--- src/rtl/cgr_pkg.sv ---
// Purpose: constants and carriers for the charge gauge register bank
// Assumes: 8-bit registers, 7-bit register address
// Notes:   shared by the register bank, its property checks, host model and testbench
package cgr_pkg;

  // ----------------------------------------------------------------
  // register addresses
  // ----------------------------------------------------------------
  localparam logic [6:0] ADDR_PRIMARY  = 7'h01;
  localparam logic [6:0] ADDR_TMPGAUGE = 7'h02;
  localparam logic [6:0] ADDR_CHG_HI   = 7'h03;
  localparam logic [6:0] ADDR_PACK_ID  = 7'h04;
  localparam logic [6:0] ADDR_LEARNED  = 7'h05;
  localparam logic [6:0] ADDR_SEC_FLG  = 7'h06;
  localparam logic [6:0] ADDR_PULLDN   = 7'h07;
  localparam logic [6:0] ADDR_PULLUP   = 7'h08;
  localparam logic [6:0] ADDR_RECHG    = 7'h09;
  localparam logic [6:0] ADDR_CHG_LO   = 7'h17;

  // ----------------------------------------------------------------
  // field positions and values
  // ----------------------------------------------------------------
  localparam int          CMD_WRITE_BIT   = 7;
  localparam int          SEC_FAST_BIT    = 7;
  localparam int          SEC_OVERLOAD_FLAG_BIT    = 0;
  localparam int          PRI_DOUBT_BIT   = 4;
  localparam logic [2:0]  REGIME_LIGHT    = 3'h0;
  localparam logic [2:0]  REGIME_HEAVY    = 3'h1;
  localparam logic [7:0]  RECHG_MAX       = 8'hFF;
  localparam logic [7:0]  RECHG_DOUBT     = 8'h40;
  localparam logic [7:0]  BYTE_ZERO       = 8'h00;
  localparam logic [3:0]  BAND_MAX        = 4'hC;
  localparam logic [3:0]  BAND_ZERO_C     = 4'h4;
  localparam logic [3:0]  BAND_MINUS_10   = 4'h3;
  localparam logic [3:0]  BAND_MINUS_20   = 4'h2;
  localparam logic [3:0]  BAND_PLUS_10    = 4'h5;
  localparam logic [4:0]  SIXTEENTHS_MAX  = 5'h0F;
  localparam logic [15:0] SELF_DISCH_MAX  = 16'h1000;
  // 0.94 threshold as (count*100) > (learned*94)
  localparam logic [7:0]  PCT_FULL        = 8'h64;
  localparam logic [7:0]  PCT_NEAR_FULL   = 8'h5E;

  // ----------------------------------------------------------------
  // timing
  // ----------------------------------------------------------------
  localparam int CLK_HZ             = 200_000_000;
  localparam int OVERLOAD_FLAG_RELEASE_MS    = 500;
  localparam int OVERLOAD_FLAG_RELEASE_CYC   = (CLK_HZ / 1000) * OVERLOAD_FLAG_RELEASE_MS;
  localparam int FAST_WINDOW_MS     = 1000;
  localparam int FAST_WINDOW_CYC    = (CLK_HZ / 1000) * FAST_WINDOW_MS;
  localparam int FAST_MIN_COUNTS    = 2;

  // ----------------------------------------------------------------
  // carriers
  // ----------------------------------------------------------------
  typedef enum logic [1:0] {CGR_DERATE_FULL, CGR_DERATE_3Q, CGR_DERATE_HALF} cgr_derate_t;

  typedef struct packed {
    logic       valid;
    logic       write;
    logic [6:0] addr;
    logic [7:0] data;
  } cgr_req_t;

  typedef struct packed {
    logic charge_tick;
    logic discharge_tick;
    logic valid_charge;
    logic empty_warn;
    logic charge_begin;
    logic sense_below_150;
    logic sense_below_250;
  } cgr_events_t;

endpackage

--- src/rtl/cgr_register_bank.sv ---
// Purpose: register bank and counting logic of a battery charge monitor
// Assumes: analog front end and serial framer deliver synchronous events
// Notes:   pins from outside pass a two-flop synchroniser
`timescale 1ns/1ps

module cgr_register_bank #(
  parameter int OVERLOAD_FLAG_RELEASE_CYCLES = cgr_pkg::OVERLOAD_FLAG_RELEASE_CYC,
  parameter int FAST_WINDOW_CYCLES  = cgr_pkg::FAST_WINDOW_CYC
) (
  // clock and reset
  input  wire logic                 clk,
  input  wire logic                 rst_n,
  input  wire logic                 clk_en,
  // host command port
  input  wire cgr_pkg::cgr_req_t    host_req,
  output logic [7:0]                rd_data,
  output logic                      rd_valid,
  // measurement events
  input  wire cgr_pkg::cgr_events_t meas_ev,
  input  wire logic [3:0]           temp_band_code,
  input  wire logic [15:0]          self_disch_count,
  input  wire logic [7:0]           programmed_full_capacity,
  // pins
  input  wire logic                 sixth_program_pin,
  input  wire logic [5:0]           segment_pulldown,
  input  wire logic [5:0]           segment_pullup,
  // status
  output logic                      capacity_doubt_flag,
  output logic                      fast_rate_flag,
  output logic                      edv_sampling_en
);

  // ----------------------------------------------------------------
  // pin synchronisers
  // ----------------------------------------------------------------
  logic [12:0] pin_meta_reg;
  logic [12:0] pin_sync_reg;
  logic        strap_done_reg;
  logic [1:0]  strap_pipe_reg;

  always_ff @(posedge clk or negedge rst_n)
  begin
    if (!rst_n)
    begin
      pin_meta_reg <= '0;
      pin_sync_reg <= '0;
    end
    else if (clk_en)
    begin
      pin_meta_reg <= {sixth_program_pin, segment_pullup, segment_pulldown};
      pin_sync_reg <= pin_meta_reg;
    end
  end

  // ----------------------------------------------------------------
  // registers
  // ----------------------------------------------------------------
  logic [7:0]  charge_count_high;
  logic [7:0]  charge_count_low;
  logic [7:0]  pack_identity_reg;
  logic [7:0]  learned_capacity;
  logic [7:0]  recharge_count_reg;
  logic [5:0]  pulldown_bits_reg;
  logic [5:0]  pullup_bits_reg;
  logic [2:0]  discharge_regime_code;
  logic        overload_flag;
  logic        near_full_lock_reg;
  logic        full_start_reg;
  logic        learn_ok_reg;
  logic        learn_update;
  logic        wr_hit;
  logic [15:0] charge_count;
  logic        near_full;

  assign charge_count = {charge_count_high, charge_count_low};
  assign wr_hit = host_req.valid && host_req.write;
  assign near_full = (32'(charge_count_high) * 32'(cgr_pkg::PCT_FULL))
                   > (32'(learned_capacity) * 32'(cgr_pkg::PCT_NEAR_FULL));

  // pin six is strapped once its two-flop sample is valid
  always_ff @(posedge clk or negedge rst_n)
  begin
    if (!rst_n)
      {strap_done_reg, strap_pipe_reg} <= 3'h0;
    else if (clk_en)
      {strap_done_reg, strap_pipe_reg} <= {strap_pipe_reg, 1'b1};
  end

  // charge count
  always_ff @(posedge clk or negedge rst_n)
  begin
    if (!rst_n)
    begin
      charge_count_high <= cgr_pkg::BYTE_ZERO;
      charge_count_low  <= cgr_pkg::BYTE_ZERO;
    end
    else if (clk_en)
    begin
      if (!strap_done_reg)
      begin
        // count held clear until the synchronised strap is ready
        if (strap_pipe_reg[1] && pin_sync_reg[12])
          charge_count_high <= programmed_full_capacity;
        else
          charge_count_high <= cgr_pkg::BYTE_ZERO;
        charge_count_low <= cgr_pkg::BYTE_ZERO;
      end
      else if (wr_hit && host_req.addr == cgr_pkg::ADDR_CHG_HI)
        charge_count_high <= host_req.data;
      else if (meas_ev.valid_charge)
        charge_count_low <= cgr_pkg::BYTE_ZERO;
      else if (meas_ev.charge_tick && charge_count != 16'hFFFF)
        {charge_count_high, charge_count_low} <= charge_count + 16'h0001;
      else if (meas_ev.discharge_tick && charge_count != 16'h0000)
        {charge_count_high, charge_count_low} <= charge_count - 16'h0001;
    end
  end

  // pack identity: plain storage
  always_ff @(posedge clk)
  begin
    if (clk_en && wr_hit && host_req.addr == cgr_pkg::ADDR_PACK_ID)
      pack_identity_reg <= host_req.data;
  end

  // learned capacity qualification
  always_ff @(posedge clk or negedge rst_n)
  begin
    if (!rst_n)
    begin
      full_start_reg <= 1'b0;
      learn_ok_reg   <= 1'b0;
    end
    else if (clk_en)
    begin
      if (meas_ev.discharge_tick && charge_count_high == learned_capacity)
      begin
        full_start_reg <= 1'b1;
        learn_ok_reg   <= 1'b1;
      end
      else if (meas_ev.valid_charge || self_disch_count >= cgr_pkg::SELF_DISCH_MAX)
        learn_ok_reg <= 1'b0;
      if (learn_update)
        full_start_reg <= 1'b0;
    end
  end

  assign learn_update = meas_ev.empty_warn && edv_sampling_en && learn_ok_reg
                     && full_start_reg && temp_band_code >= cgr_pkg::BAND_ZERO_C;

  always_ff @(posedge clk or negedge rst_n)
  begin
    if (!rst_n)
      learned_capacity <= cgr_pkg::BYTE_ZERO;
    else if (clk_en)
    begin
      if (!strap_done_reg)
        learned_capacity <= programmed_full_capacity;
      else if (wr_hit && host_req.addr == cgr_pkg::ADDR_LEARNED)
        learned_capacity <= host_req.data;
      else if (learn_update)
        learned_capacity <= learned_capacity - charge_count_high;
    end
  end

  // recharge counter and doubt flag
  always_ff @(posedge clk or negedge rst_n)
  begin
    if (!rst_n)
    begin
      recharge_count_reg  <= cgr_pkg::BYTE_ZERO;
      capacity_doubt_flag <= 1'b1;
      near_full_lock_reg  <= 1'b0;
    end
    else if (clk_en)
    begin
      if (learn_update)
      begin
        recharge_count_reg  <= cgr_pkg::BYTE_ZERO;
        capacity_doubt_flag <= 1'b0;
      end
      else if (meas_ev.valid_charge && !near_full_lock_reg
               && recharge_count_reg != cgr_pkg::RECHG_MAX)
      begin
        recharge_count_reg <= recharge_count_reg + 8'h01;
        if (recharge_count_reg + 8'h01 == cgr_pkg::RECHG_DOUBT)
          capacity_doubt_flag <= 1'b1;
      end
      if (meas_ev.valid_charge && near_full)
        near_full_lock_reg <= 1'b1;
      else if (!near_full)
        near_full_lock_reg <= 1'b0;
    end
  end

  // ----------------------------------------------------------------
  // fast rate flag
  // ----------------------------------------------------------------
  logic [31:0] rate_timer_reg;
  logic [1:0]  rate_count_reg;

  always_ff @(posedge clk or negedge rst_n)
  begin
    if (!rst_n)
    begin
      fast_rate_flag <= 1'b0;
      rate_timer_reg <= '0;
      rate_count_reg <= '0;
    end
    else if (clk_en)
    begin
      if (meas_ev.charge_begin)
      begin
        fast_rate_flag <= 1'b1;
        rate_timer_reg <= '0;
        rate_count_reg <= '0;
      end
      else if (rate_timer_reg == 32'(FAST_WINDOW_CYCLES - 1))
      begin
        if (rate_count_reg < 2'(cgr_pkg::FAST_MIN_COUNTS))
          fast_rate_flag <= 1'b0;
        rate_timer_reg <= '0;
        rate_count_reg <= '0;
      end
      else
      begin
        rate_timer_reg <= rate_timer_reg + 32'h0000_0001;
        if (meas_ev.charge_tick && rate_count_reg != 2'h3)
          rate_count_reg <= rate_count_reg + 2'h1;
      end
    end
  end

  // ----------------------------------------------------------------
  // discharge regime and overload
  // ----------------------------------------------------------------
  logic [31:0] overload_flag_timer_reg;

  always_ff @(posedge clk or negedge rst_n)
  begin
    if (!rst_n)
      discharge_regime_code <= cgr_pkg::REGIME_LIGHT;
    else if (clk_en)
      discharge_regime_code <= meas_ev.sense_below_150 ? cgr_pkg::REGIME_HEAVY
                                                       : cgr_pkg::REGIME_LIGHT;
  end

  always_ff @(posedge clk or negedge rst_n)
  begin
    if (!rst_n)
    begin
      overload_flag   <= 1'b0;
      edv_sampling_en <= 1'b1;
      overload_flag_timer_reg  <= '0;
    end
    else if (clk_en)
    begin
      if (meas_ev.sense_below_250)
      begin
        overload_flag   <= 1'b1;
        edv_sampling_en <= 1'b0;
        overload_flag_timer_reg  <= '0;
      end
      else if (overload_flag)
      begin
        if (overload_flag_timer_reg == 32'(OVERLOAD_FLAG_RELEASE_CYCLES - 1))
        begin
          overload_flag   <= 1'b0;
          edv_sampling_en <= 1'b1;
        end
        else
          overload_flag_timer_reg <= overload_flag_timer_reg + 32'h0000_0001;
      end
    end
  end

  // ----------------------------------------------------------------
  // resistor detect
  // ----------------------------------------------------------------
  always_ff @(posedge clk or negedge rst_n)
  begin
    if (!rst_n)
    begin
      pulldown_bits_reg <= '0;
      pullup_bits_reg   <= '0;
    end
    else if (clk_en)
    begin
      pulldown_bits_reg <= pin_sync_reg[5:0];
      pullup_bits_reg   <= pin_sync_reg[11:6];
    end
  end

  // ----------------------------------------------------------------
  // temperature band and gauge
  // ----------------------------------------------------------------
  cgr_pkg::cgr_derate_t derate_reg;
  logic [3:0]           band_reg;
  logic [15:0]          full_ref;
  logic [19:0]          scaled;
  logic [4:0]           sixteenths;

  always_ff @(posedge clk or negedge rst_n)
  begin
    if (!rst_n)
    begin
      derate_reg <= cgr_pkg::CGR_DERATE_FULL;
      band_reg   <= '0;
    end
    else if (clk_en)
    begin
      band_reg <= (temp_band_code > cgr_pkg::BAND_MAX) ? cgr_pkg::BAND_MAX
                                                       : temp_band_code;
      case (derate_reg)
        cgr_pkg::CGR_DERATE_FULL:
          if (temp_band_code < cgr_pkg::BAND_MINUS_20)
            derate_reg <= cgr_pkg::CGR_DERATE_HALF;
          else if (temp_band_code < cgr_pkg::BAND_ZERO_C)
            derate_reg <= cgr_pkg::CGR_DERATE_3Q;
        cgr_pkg::CGR_DERATE_3Q:
          if (temp_band_code < cgr_pkg::BAND_MINUS_20)
            derate_reg <= cgr_pkg::CGR_DERATE_HALF;
          else if (temp_band_code >= cgr_pkg::BAND_PLUS_10)
            derate_reg <= cgr_pkg::CGR_DERATE_FULL;
        cgr_pkg::CGR_DERATE_HALF:
          if (temp_band_code >= cgr_pkg::BAND_ZERO_C)
            derate_reg <= cgr_pkg::CGR_DERATE_FULL;
          else if (temp_band_code >= cgr_pkg::BAND_MINUS_20)
            derate_reg <= cgr_pkg::CGR_DERATE_3Q;
        default:
          derate_reg <= cgr_pkg::CGR_DERATE_FULL;
      endcase
    end
  end

  always_comb
  begin
    full_ref = (learned_capacity != cgr_pkg::BYTE_ZERO)
             ? {learned_capacity, 8'h00} : {programmed_full_capacity, 8'h00};
    case (derate_reg)
      cgr_pkg::CGR_DERATE_3Q:   scaled = 20'((24'({charge_count, 4'h0}) * 24'h3) >> 2);
      cgr_pkg::CGR_DERATE_HALF: scaled = 20'({charge_count, 4'h0}) >> 1;
      default:                  scaled = 20'({charge_count, 4'h0});
    endcase
    if (full_ref == 16'h0000)
      sixteenths = '0;
    else if (scaled / 20'(full_ref) > 20'(cgr_pkg::SIXTEENTHS_MAX))
      sixteenths = cgr_pkg::SIXTEENTHS_MAX;
    else
      sixteenths = 5'(scaled / 20'(full_ref));
  end

  // ----------------------------------------------------------------
  // read port
  // ----------------------------------------------------------------
  always_ff @(posedge clk or negedge rst_n)
  begin
    if (!rst_n)
    begin
      rd_data  <= cgr_pkg::BYTE_ZERO;
      rd_valid <= 1'b0;
    end
    else if (clk_en)
    begin
      rd_valid <= host_req.valid && !host_req.write;
      if (host_req.valid && !host_req.write)
      begin
        case (host_req.addr)
          cgr_pkg::ADDR_PRIMARY:  rd_data <= 8'(capacity_doubt_flag) << cgr_pkg::PRI_DOUBT_BIT;
          cgr_pkg::ADDR_TMPGAUGE: rd_data <= {band_reg, sixteenths[3:0]};
          cgr_pkg::ADDR_CHG_HI:   rd_data <= charge_count_high;
          cgr_pkg::ADDR_PACK_ID:  rd_data <= pack_identity_reg;
          cgr_pkg::ADDR_LEARNED:  rd_data <= learned_capacity;
          cgr_pkg::ADDR_SEC_FLG:  rd_data <= {fast_rate_flag, discharge_regime_code,
                                              3'h0, overload_flag};
          cgr_pkg::ADDR_PULLDN:   rd_data <= {2'h0, pulldown_bits_reg};
          cgr_pkg::ADDR_PULLUP:   rd_data <= {2'h0, pullup_bits_reg};
          cgr_pkg::ADDR_RECHG:    rd_data <= recharge_count_reg;
          cgr_pkg::ADDR_CHG_LO:   rd_data <= charge_count_low;
          default:                rd_data <= cgr_pkg::BYTE_ZERO;
        endcase
      end
    end
  end

endmodule

--- config.mk ---
export PLATFORM = sky130hd
export DESIGN_NAME = cgr_register_bank
export DESIGN_NICKNAME = d
export VERILOG_FILES = /design/src/rtl/cgr_pkg.sv /design/src/rtl/cgr_register_bank.sv
export SDC_FILE = /design/constraint.sdc
export NUM_CORES = 1
export LEC_CHECK = 0
export ABC_CLOCK_PERIOD_IN_PS = 22500
export BUFFER_PORTS_ARGS = -buffer_cell sky130_fd_sc_hd__buf_2
export CELL_PAD_IN_SITES_DETAIL_PLACEMENT = 2
export CELL_PAD_IN_SITES_GLOBAL_PLACEMENT = 2
export CORE_MARGIN = 4
export CORE_UTILIZATION = 36
export DETAILED_ROUTE_END_ITERATION = 10
export GPL_TIMING_DRIVEN = 0
export PLACE_DENSITY_LB_ADDON = 0.1
export REMOVE_ABC_BUFFERS = 1
export SYNTH_ARGS = -nofsm -noshare
export SYNTH_HDL_FRONTEND = slang
export SYNTH_SLANG_ARGS = --single-unit
--- constraint.sdc ---
create_clock -name clk -period 22.5 [get_ports clk]
set_input_delay 3.375 -clock clk [delete_from_list [all_inputs] [get_ports clk]]
set_output_delay 3.375 -clock clk [all_outputs]
set_load 0.02 [all_outputs]
==> run summary, run 1 <==
Status: finished with violations
Failing checks: max-capacitance violations, max-slew violations, negative setup slack
Total Routing Usage GR: 0.235
Most repeated cell in the gate-level netlist after synthesis: sky130_fd_sc_hd__ha_1
Count of boundary I/O pins: 80
YS warnings: 0
Clk Latency, worst-skew pair: 460 ps
Overall die height: 215 um
Reported max-cap violation count: 3
Worst Path Buf+Inv: 5
Final weighted congestion in routability-driven placement: 0.816
Area growth from synthesis to final layout: 19.8%
Via-per-instance ratio: 5.79
Post-synth EDFFs: 8
Initial core utilization: 0.366
Share of the synthesized area in the top cell type: 0.260
Area of the die: 46200 um^2
Dominant register cell in the synthesized netlist: sky130_fd_sc_hd__dfrtp_1
Root buffer cell: sky130_fd_sc_hd__clkbuf_16
Layout Cell Area excl Fill: 18500 um^2
Hold Crit Class: reg2reg
Final WS setup: -994 ps
Setup repair after global routing missed its margin: yes
FF+latch count, synth: 170
Synth Cell Area: 15400 um^2
Final Routed Wirelength: 59900 um
Max_slew headroom: -0.0255
Maximum number of pins on one net before global-route repair: 92
Start-to-end type of the worst setup path: in2reg
Filler cell count in the final layout: 4618
Setup clock skew after layout: 10.6 ps
Number of H-tree levels: 4
Synth Area per Inst: 8.68 um^2
Number of distinct library cells after synthesis: 82
Antenna-violating nets left: 0
CP max-delay cell: sky130_fd_sc_hd__a21oi_2
Pins Over Slew Limit: 21
Category of cells accounting for the largest share of critical-path delay: compound AO/OA/AOI/OAI gates
Kind of start point of the critical path: input pin
First-pass iteration count of the detailed router: 5
CP max FO: 14
Core Box Area: 42100 um^2
Number of antenna repair diodes: 0
Total overflow reported by the global router: 0
Syn Inst Count: 1777
Pre-CTS setup slack: -6650 ps
Maximum buffer depth of the clock tree: 2
Register area share after synthesis: 0.279
Floorplan die width: 215 um
Detail Placement HPWL: 40700 um
Crit path top cell by count: sky130_fd_sc_hd__o21a_1
Library cell with the largest summed area after synthesis: sky130_fd_sc_hd__dfrtp_1
Via count of the routed design: 14.4k
Input/output buffers: 67
CTS Buf Count: 17
Number of core rows: 75
CTS tree: yes
Final critical-path required period: 23490 ps
Fin crit share: 1.04
Sinks on Clock Net: 170
Element type at the critical path end: flop
First-pass GRT wire length: 87300 um
Area occupied by multi-input gates: 11100 um^2
Final core utilization: 0.438
Final Hold Viols: 0
Top post-synthesis cells by count: 186 x sky130_fd_sc_hd__ha_1, 181 x sky130_fd_sc_hd__nor2_1, 160 x sky130_fd_sc_hd__dfrtp_1
Area contributors post-synth: sky130_fd_sc_hd__dfrtp_1 26%, sky130_fd_sc_hd__ha_1 15%, sky130_fd_sc_hd__nor2_1 4.4%, sky130_fd_sc_hd__mux2_2 4.2%, sky130_fd_sc_hd__o21ai_0 3.8%
Area taken by flip-flops and latches: 4300 um^2
Max Fclk: 42.6 MHz
Remaining routing DRC violations: 0
Register clock-pin slew on the reported worst setup and hold paths: 70 ps
Hold buffer count at cts: 0
Req. time, crit path: 22820 ps
Fraction of final layout cells with drive strength greater than 1: 0.202
DP Area: 16400 um^2
Number of global-route vias before repair: 15.6k
Fin nets: 2216
Number of DRC markers after the initial detailed-route iteration: 855
Longest individual stage delay on the worst path: 770 ps
Actual slew at the worst max-slew pin: 1540 ps
Routed len/inst: 24.1 um
Arrival time reported for the critical path endpoint: 23810 ps
Setup violation total in the final timing report: 1
Initial antenna violation count: 1
Ys async rst share: 0.953
## through the flow
step,setup TNS (ps),hold slack (ps),std cells
after CTS,0,470,2439
after global placement,-10350,446,2336
final,-994,472,2486
after global routing,-1700,487,2486
after floorplan,-965,431,1730
after detailed placement,-13230,453,2339
## routing by layer
metal,global-route usage,wire (um)
met2,0.411,29900
met4,0.0612,1660
met1,0.305,26700
met3,0.0336,1590
met5,0,0
## final cells by class
class | count | area share
timing repair buffer | 185 | 0.0729
sequential | 170 | 0.233
inverter | 128 | 0.0260
multi-input combinational | 1432 | 0.599
clock buffer | 17 | 0.0230
tap | 539 | 0.0365
clock inverter | 15 | 0.00955
## cell usage in the layout, fill, tap and decap left out, types with 11 or more instances in the layout
master / Yosys / final
sky130_fd_sc_hd__or3_1: 17 / 17
sky130_fd_sc_hd__o211ai_1: 15 / 15
sky130_fd_sc_hd__a21o_1: 30 / 30
sky130_fd_sc_hd__xor2_1: 52 / 52
sky130_fd_sc_hd__xnor2_1: 58 / 58
sky130_fd_sc_hd__nand3_1: 65 / 62
sky130_fd_sc_hd__mux2i_1: 13 / 11
sky130_fd_sc_hd__nand2_1: 139 / 137
sky130_fd_sc_hd__ha_1: 186 / 173
sky130_fd_sc_hd__nor2b_1: 19 / 19
sky130_fd_sc_hd__buf_2: 3 / 62
sky130_fd_sc_hd__o21a_1: 29 / 26
sky130_fd_sc_hd__inv_1: 127 / 125
sky130_fd_sc_hd__nand2b_1: 21 / 20
sky130_fd_sc_hd__a221oi_1: 12 / 12
sky130_fd_sc_hd__fa_1: 28 / 28
sky130_fd_sc_hd__dfrtp_1: 160 / 160
sky130_fd_sc_hd__nor2_1: 181 / 173
sky130_fd_sc_hd__clkbuf_16: 0 / 17
sky130_fd_sc_hd__a21oi_2: 0 / 14
sky130_fd_sc_hd__a21oi_1: 90 / 73
sky130_fd_sc_hd__mux2_2: 58 / 54
sky130_fd_sc_hd__nand4_1: 26 / 26
sky130_fd_sc_hd__mux2_4: 7 / 11
sky130_fd_sc_hd__buf_4: 0 / 108
sky130_fd_sc_hd__a22oi_1: 12 / 12
sky130_fd_sc_hd__a31oi_1: 12 / 12
sky130_fd_sc_hd__nor4_1: 14 / 11
sky130_fd_sc_hd__ha_4: 0 / 11
sky130_fd_sc_hd__and3_1: 22 / 22
sky130_fd_sc_hd__nor3_1: 64 / 57
sky130_fd_sc_hd__o21ai_0: 117 / 103
## cells by family (layout without fill, tap and decap cells)
kind of cell,after synthesis,after routing,share of synthesized area
flip-flops,170,170,0.279
AND/OR/NAND/NOR,621,621,0.195
AO/OA/AOI/OAI,409,409,0.175
multiplexers,78,78,0.0576
XOR/XNOR,110,110,0.0625
adder cells (fa/ha/maj),214,214,0.187
buffers and inverters,175,345,0.0433
## worst register-to-register path, delay by kind of cell (launching register included)
family	cells	cell delay [ps]
AOI/OAI and AO/OA	58	11460
muxes	4	1200
and+or+nand+nor	24	3770
adders and majority gates	13	4010
buffers and inverters	5	1120
DFF	1	830
## final timing paths
kind	cells past startpoint	endpoint	slack (ps)	from
min reg2reg	1	rd_data[4]	470	rd_data[4]
max	99	rd_data[0]	-990	programmed_full_capacity[0]
min	1	rd_data[4]	470	rd_data[4]
min in group asynchronous	1	overload_flag_timer_reg[30]	2870	rst_n
max in group asynchronous	2	capacity_doubt_flag	18760	rst_n
max reg2reg	104	rd_data[0]	-20	charge_count_high[0]
## repair_timing
item | 4_1_cts | 5_1_grt
pin swaps | 61 | 78
endpoints found under the setup margin | 3 | 1
setup buffers | 68 | 48
gates resized for setup | 94 | 45
Power of run 1 is not shown: default switching activity piles up to over one toggle a cycle in this logic, so the estimate is an artifact.
==> run 2: changes to the inputs <==
--- a/config.mk
+++ b/config.mk
@@ -5,14 +5,16 @@
 export SDC_FILE = /design/constraint.sdc
 export NUM_CORES = 1
 export LEC_CHECK = 0
+export ABC_AREA = 1
 export ABC_CLOCK_PERIOD_IN_PS = 22500
 export BUFFER_PORTS_ARGS = -buffer_cell sky130_fd_sc_hd__buf_2
 export CELL_PAD_IN_SITES_DETAIL_PLACEMENT = 2
 export CELL_PAD_IN_SITES_GLOBAL_PLACEMENT = 2
 export CORE_MARGIN = 4
-export CORE_UTILIZATION = 36
+export CORE_UTILIZATION = 34
 export DETAILED_ROUTE_END_ITERATION = 10
 export GPL_TIMING_DRIVEN = 0
+export MAX_ROUTING_LAYER = met4
 export PLACE_DENSITY_LB_ADDON = 0.1
 export REMOVE_ABC_BUFFERS = 1
 export SYNTH_ARGS = -nofsm -noshare
==> run summary, run 2 <==
Remaining routing DRC violations: 0 (unchanged)
Count of cells along the worst register-to-register path: 143 (was 104)
Setup violation total in the final timing report: 0 (was 1)
Via-per-instance ratio: 5.29 (was 5.79)
CTS tree: yes (unchanged)
Clk Latency, worst-skew pair: 450 ps (was 460 ps)
Kind of start point of the critical path: input pin (unchanged)
Final Routed Wirelength: 56300 um (was 59900 um)
Reported max-cap violation count: 0 (was 3)
Crit path top cell by count: sky130_fd_sc_hd__nand2_1 (was sky130_fd_sc_hd__o21a_1)
Max_slew headroom: 0.191 (was -0.0255)
Worst Path Buf+Inv: 21 (was 5)
Actual slew at the worst max-slew pin: 1210 ps (was 1540 ps)
Maximum number of pins on one net before global-route repair: 112 (was 92)
Overall die height: 223 um (was 215 um)
Area contributors post-synth: sky130_fd_sc_hd__dfrtp_1 25%, sky130_fd_sc_hd__ha_1 15%, sky130_fd_sc_hd__nand2_1 11%, sky130_fd_sc_hd__inv_1 7.5%, sky130_fd_sc_hd__a21oi_1 4.2% (was sky130_fd_sc_hd__dfrtp_1 26%, sky130_fd_sc_hd__ha_1 15%, sky130_fd_sc_hd__nor2_1 4.4%, sky130_fd_sc_hd__mux2_2 4.2%, sky130_fd_sc_hd__o21ai_0 3.8%)
Pins Over Slew Limit: 0 (was 21)
Hold path start: strap_pipe_reg[0] (was rd_data[4])
Most common library cell in the layout ignoring fill and taps: sky130_fd_sc_hd__nand2_1
YS warnings: 0 (unchanged)
Top post-synthesis cells by count: 467 x sky130_fd_sc_hd__nand2_1, 316 x sky130_fd_sc_hd__inv_1, 186 x sky130_fd_sc_hd__ha_1 (was 186 x sky130_fd_sc_hd__ha_1, 181 x sky130_fd_sc_hd__nor2_1, 160 x sky130_fd_sc_hd__dfrtp_1)
Syn Inst Count: 2114 (was 1777)
Longest individual stage delay on the worst path: 340 ps (was 770 ps)
Core Box Area: 45600 um^2 (was 42100 um^2)
RR Endpoint: rd_data[0] (unchanged)
Number of global-route vias before repair: 16.3k (was 15.6k)
Area of the die: 49700 um^2 (was 46200 um^2)
Filler cell count in the final layout: 5312 (was 4618)
Non-filler cells, final: 2825 (was 2486)
Final critical-path required period: 20980 ps (was 23490 ps)
Number of H-tree levels: 4 (unchanged)
Detail Placement HPWL: 42900 um (was 40700 um)
Fin crit share: 0.932 (was 1.04)
Library cell with the largest summed area after synthesis: sky130_fd_sc_hd__dfrtp_1 (unchanged)
Ys async rst share: 0.953 (unchanged)
Antenna-violating nets left: 0 (unchanged)
Root buffer cell: sky130_fd_sc_hd__clkbuf_16 (unchanged)
FF+latch count, synth: 170 (unchanged)
Most repeated cell in the gate-level netlist after synthesis: sky130_fd_sc_hd__nand2_1 (was sky130_fd_sc_hd__ha_1)
Initial antenna violation count: 1 (unchanged)
Category of cells accounting for the largest share of critical-path delay: compound AO/OA/AOI/OAI gates (unchanged)
Dominant register cell in the synthesized netlist: sky130_fd_sc_hd__dfrtp_1 (unchanged)
Total overflow reported by the global router: 0 (unchanged)
Via count of the routed design: 15.0k (was 14.4k)
Synth Cell Area: 15700 um^2 (was 15400 um^2)
Most frequent cells in the layout: 460 x sky130_fd_sc_hd__nand2_1, 314 x sky130_fd_sc_hd__inv_1, 185 x sky130_fd_sc_hd__ha_1 (was 173 x sky130_fd_sc_hd__nor2_1, 173 x sky130_fd_sc_hd__ha_1, 160 x sky130_fd_sc_hd__dfrtp_1)
Fin nets: 2494 (was 2216)
Total Routing Usage GR: 0.230 (was 0.235)
Area growth from synthesis to final layout: 13.4% (was 19.8%)
Input/output buffers: 67 (unchanged)
CP max-delay cell: sky130_fd_sc_hd__ha_1 (was sky130_fd_sc_hd__a21oi_2)
Final WS setup: 1520 ps (was -994 ps)
Hold Path End: strap_pipe_reg[0] (was rd_data[4])
Number of core rows: 78 (was 75)
Req. time, crit path: 22840 ps (was 22820 ps)
Register area share after synthesis: 0.273 (was 0.279)
Maximum buffer depth of the clock tree: 2 (unchanged)
Pre-CTS setup slack: -1980 ps (was -6650 ps)
Routed len/inst: 19.9 um (was 24.1 um)
Arrival time reported for the critical path endpoint: 21310 ps (was 23810 ps)
Floorplan die width: 223 um (was 215 um)
Final Hold Viols: 0 (unchanged)
CTS Buf Count: 17 (unchanged)
Worst hold path cell count: 2 (was 1)
Synth Area per Inst: 7.44 um^2 (was 8.68 um^2)
R2r setup slk: 2680 ps (was -20 ps)
Share of the synthesized area in the top cell type: 0.255 (was 0.260)
First-pass GRT wire length: 89800 um (was 87300 um)
Start-to-end type of the worst setup path: in2reg (unchanged)
First-pass iteration count of the detailed router: 5 (unchanged)
Count of boundary I/O pins: 80 (unchanged)
Fraction of final layout cells with drive strength greater than 1: 0.117 (was 0.202)
Number of DRC markers after the initial detailed-route iteration: 640 (was 855)
Element type at the critical path end: flop (unchanged)
Sinks on Clock Net: 170 (unchanged)
Start of the worst register-to-register path: charge_count_high[0] (unchanged)
Final weighted congestion in routability-driven placement: 0.840 (was 0.816)
Cell Count Post-Placement: 2746 (was 2339)
Number of distinct library cells after synthesis: 70 (was 82)
Initial core utilization: 0.345 (was 0.366)
Status: complete, no violations (was finished with violations)
Register clock-pin slew on the reported worst setup and hold paths: 70 ps (about the same)
Post-synth EDFFs: 8 (unchanged)
CP max FO: 14 (unchanged)
Final core utilization: 0.391 (was 0.438)
Max Fclk: 47.7 MHz (was 42.6 MHz)
Hold Crit Class: reg2reg (unchanged)
Setup clock skew after layout: 16.5 ps (was 10.6 ps)
-- run 2: what timing repair did --
action | 4_1_cts | 5_1_grt
pin swaps | 2 | 22
hold buffers | 0 | 0
hold endpoints to repair | 0 | 0
gates resized for setup | 17 | 39
endpoints found under the setup margin | 1 | 2
gates cloned | 0 | 2
setup buffers | 8 | 37
-- run 2: through the flow --
| stage | cell area, um^2 | TNS, ps | hold WS [ps] |
|---|---|---|---|
| finish | 17800 | 0 | 472 |
| global route | 17800 | -201 | 508 |
| CTS | 17400 | 0 | 476 |
| detailed placement | 16700 | -2330 | 458 |
| global placement | 16600 | -1610 | 430 |
| floorplan | 15500 | 0 | 419 |
-- run 2: layout make-up --
type	count	area (um^2)	share of cell area
multi-input cells	1584	10200	0.575
inverters	326	1230	0.0693
well taps	600	751	0.0421
clock inverters	13	126	0.00709
diodes	1	2.50	0.000140
repair buffers	113	723	0.0406
clock buffers	18	439	0.0246
flip-flops and latches	170	4300	0.241
-- run 2: cells by family after synthesis --
| logic type | synth area share |
|---|---|
| compound gates | 0.154 |
| xor+xnor | 0.0485 |
| fa+ha+maj | 0.184 |
| buf+inv | 0.0895 |
| flops | 0.273 |
| mux | 0.000637 |
| simple gates | 0.250 |
-- run 2: per-layer routing --
metal | global-route usage | up-vias | wire length, um
met1 | 0.296 | 7522 | 26100
li1 | - | 7200 | -
met3 | 0.0266 | 48 | 1540
met4 | 0.0579 | 0 | 1140
met2 | 0.387 | 182 | 27400
met5 | - | - | 0
-- run 2: worst max-delay path by stage --
| stage | from | end | slack, ps | cells after the start |
|---|---|---|---|---|
| final | programmed_full_capacity[0] | rd_data[0] | 1520 | 137 |
| after global routing | programmed_full_capacity[0] | rd_data[0] | -200 | 138 |
| after CTS | programmed_full_capacity[0] | rd_data[0] | 70 | 137 |
| after detailed placement | programmed_full_capacity[7] | rd_data[0] | -1980 | 134 |
| after global placement | programmed_full_capacity[0] | rd_data[0] | -1580 | 133 |
| after floorplan | programmed_full_capacity[0] | rd_data[0] | 2010 | 133 |
-- run 2: worst reg2reg max path: cells and delay by family, from the launching register on --
kind / cells / cell delay, ps
AOI/OAI and AO/OA: 46 / 6940
DFF: 1 / 630
buffers and inverters: 21 / 1890
adders and majority gates: 13 / 3840
and+or+nand+nor: 63 / 6400
Power of run 2 is left out for the same reason.
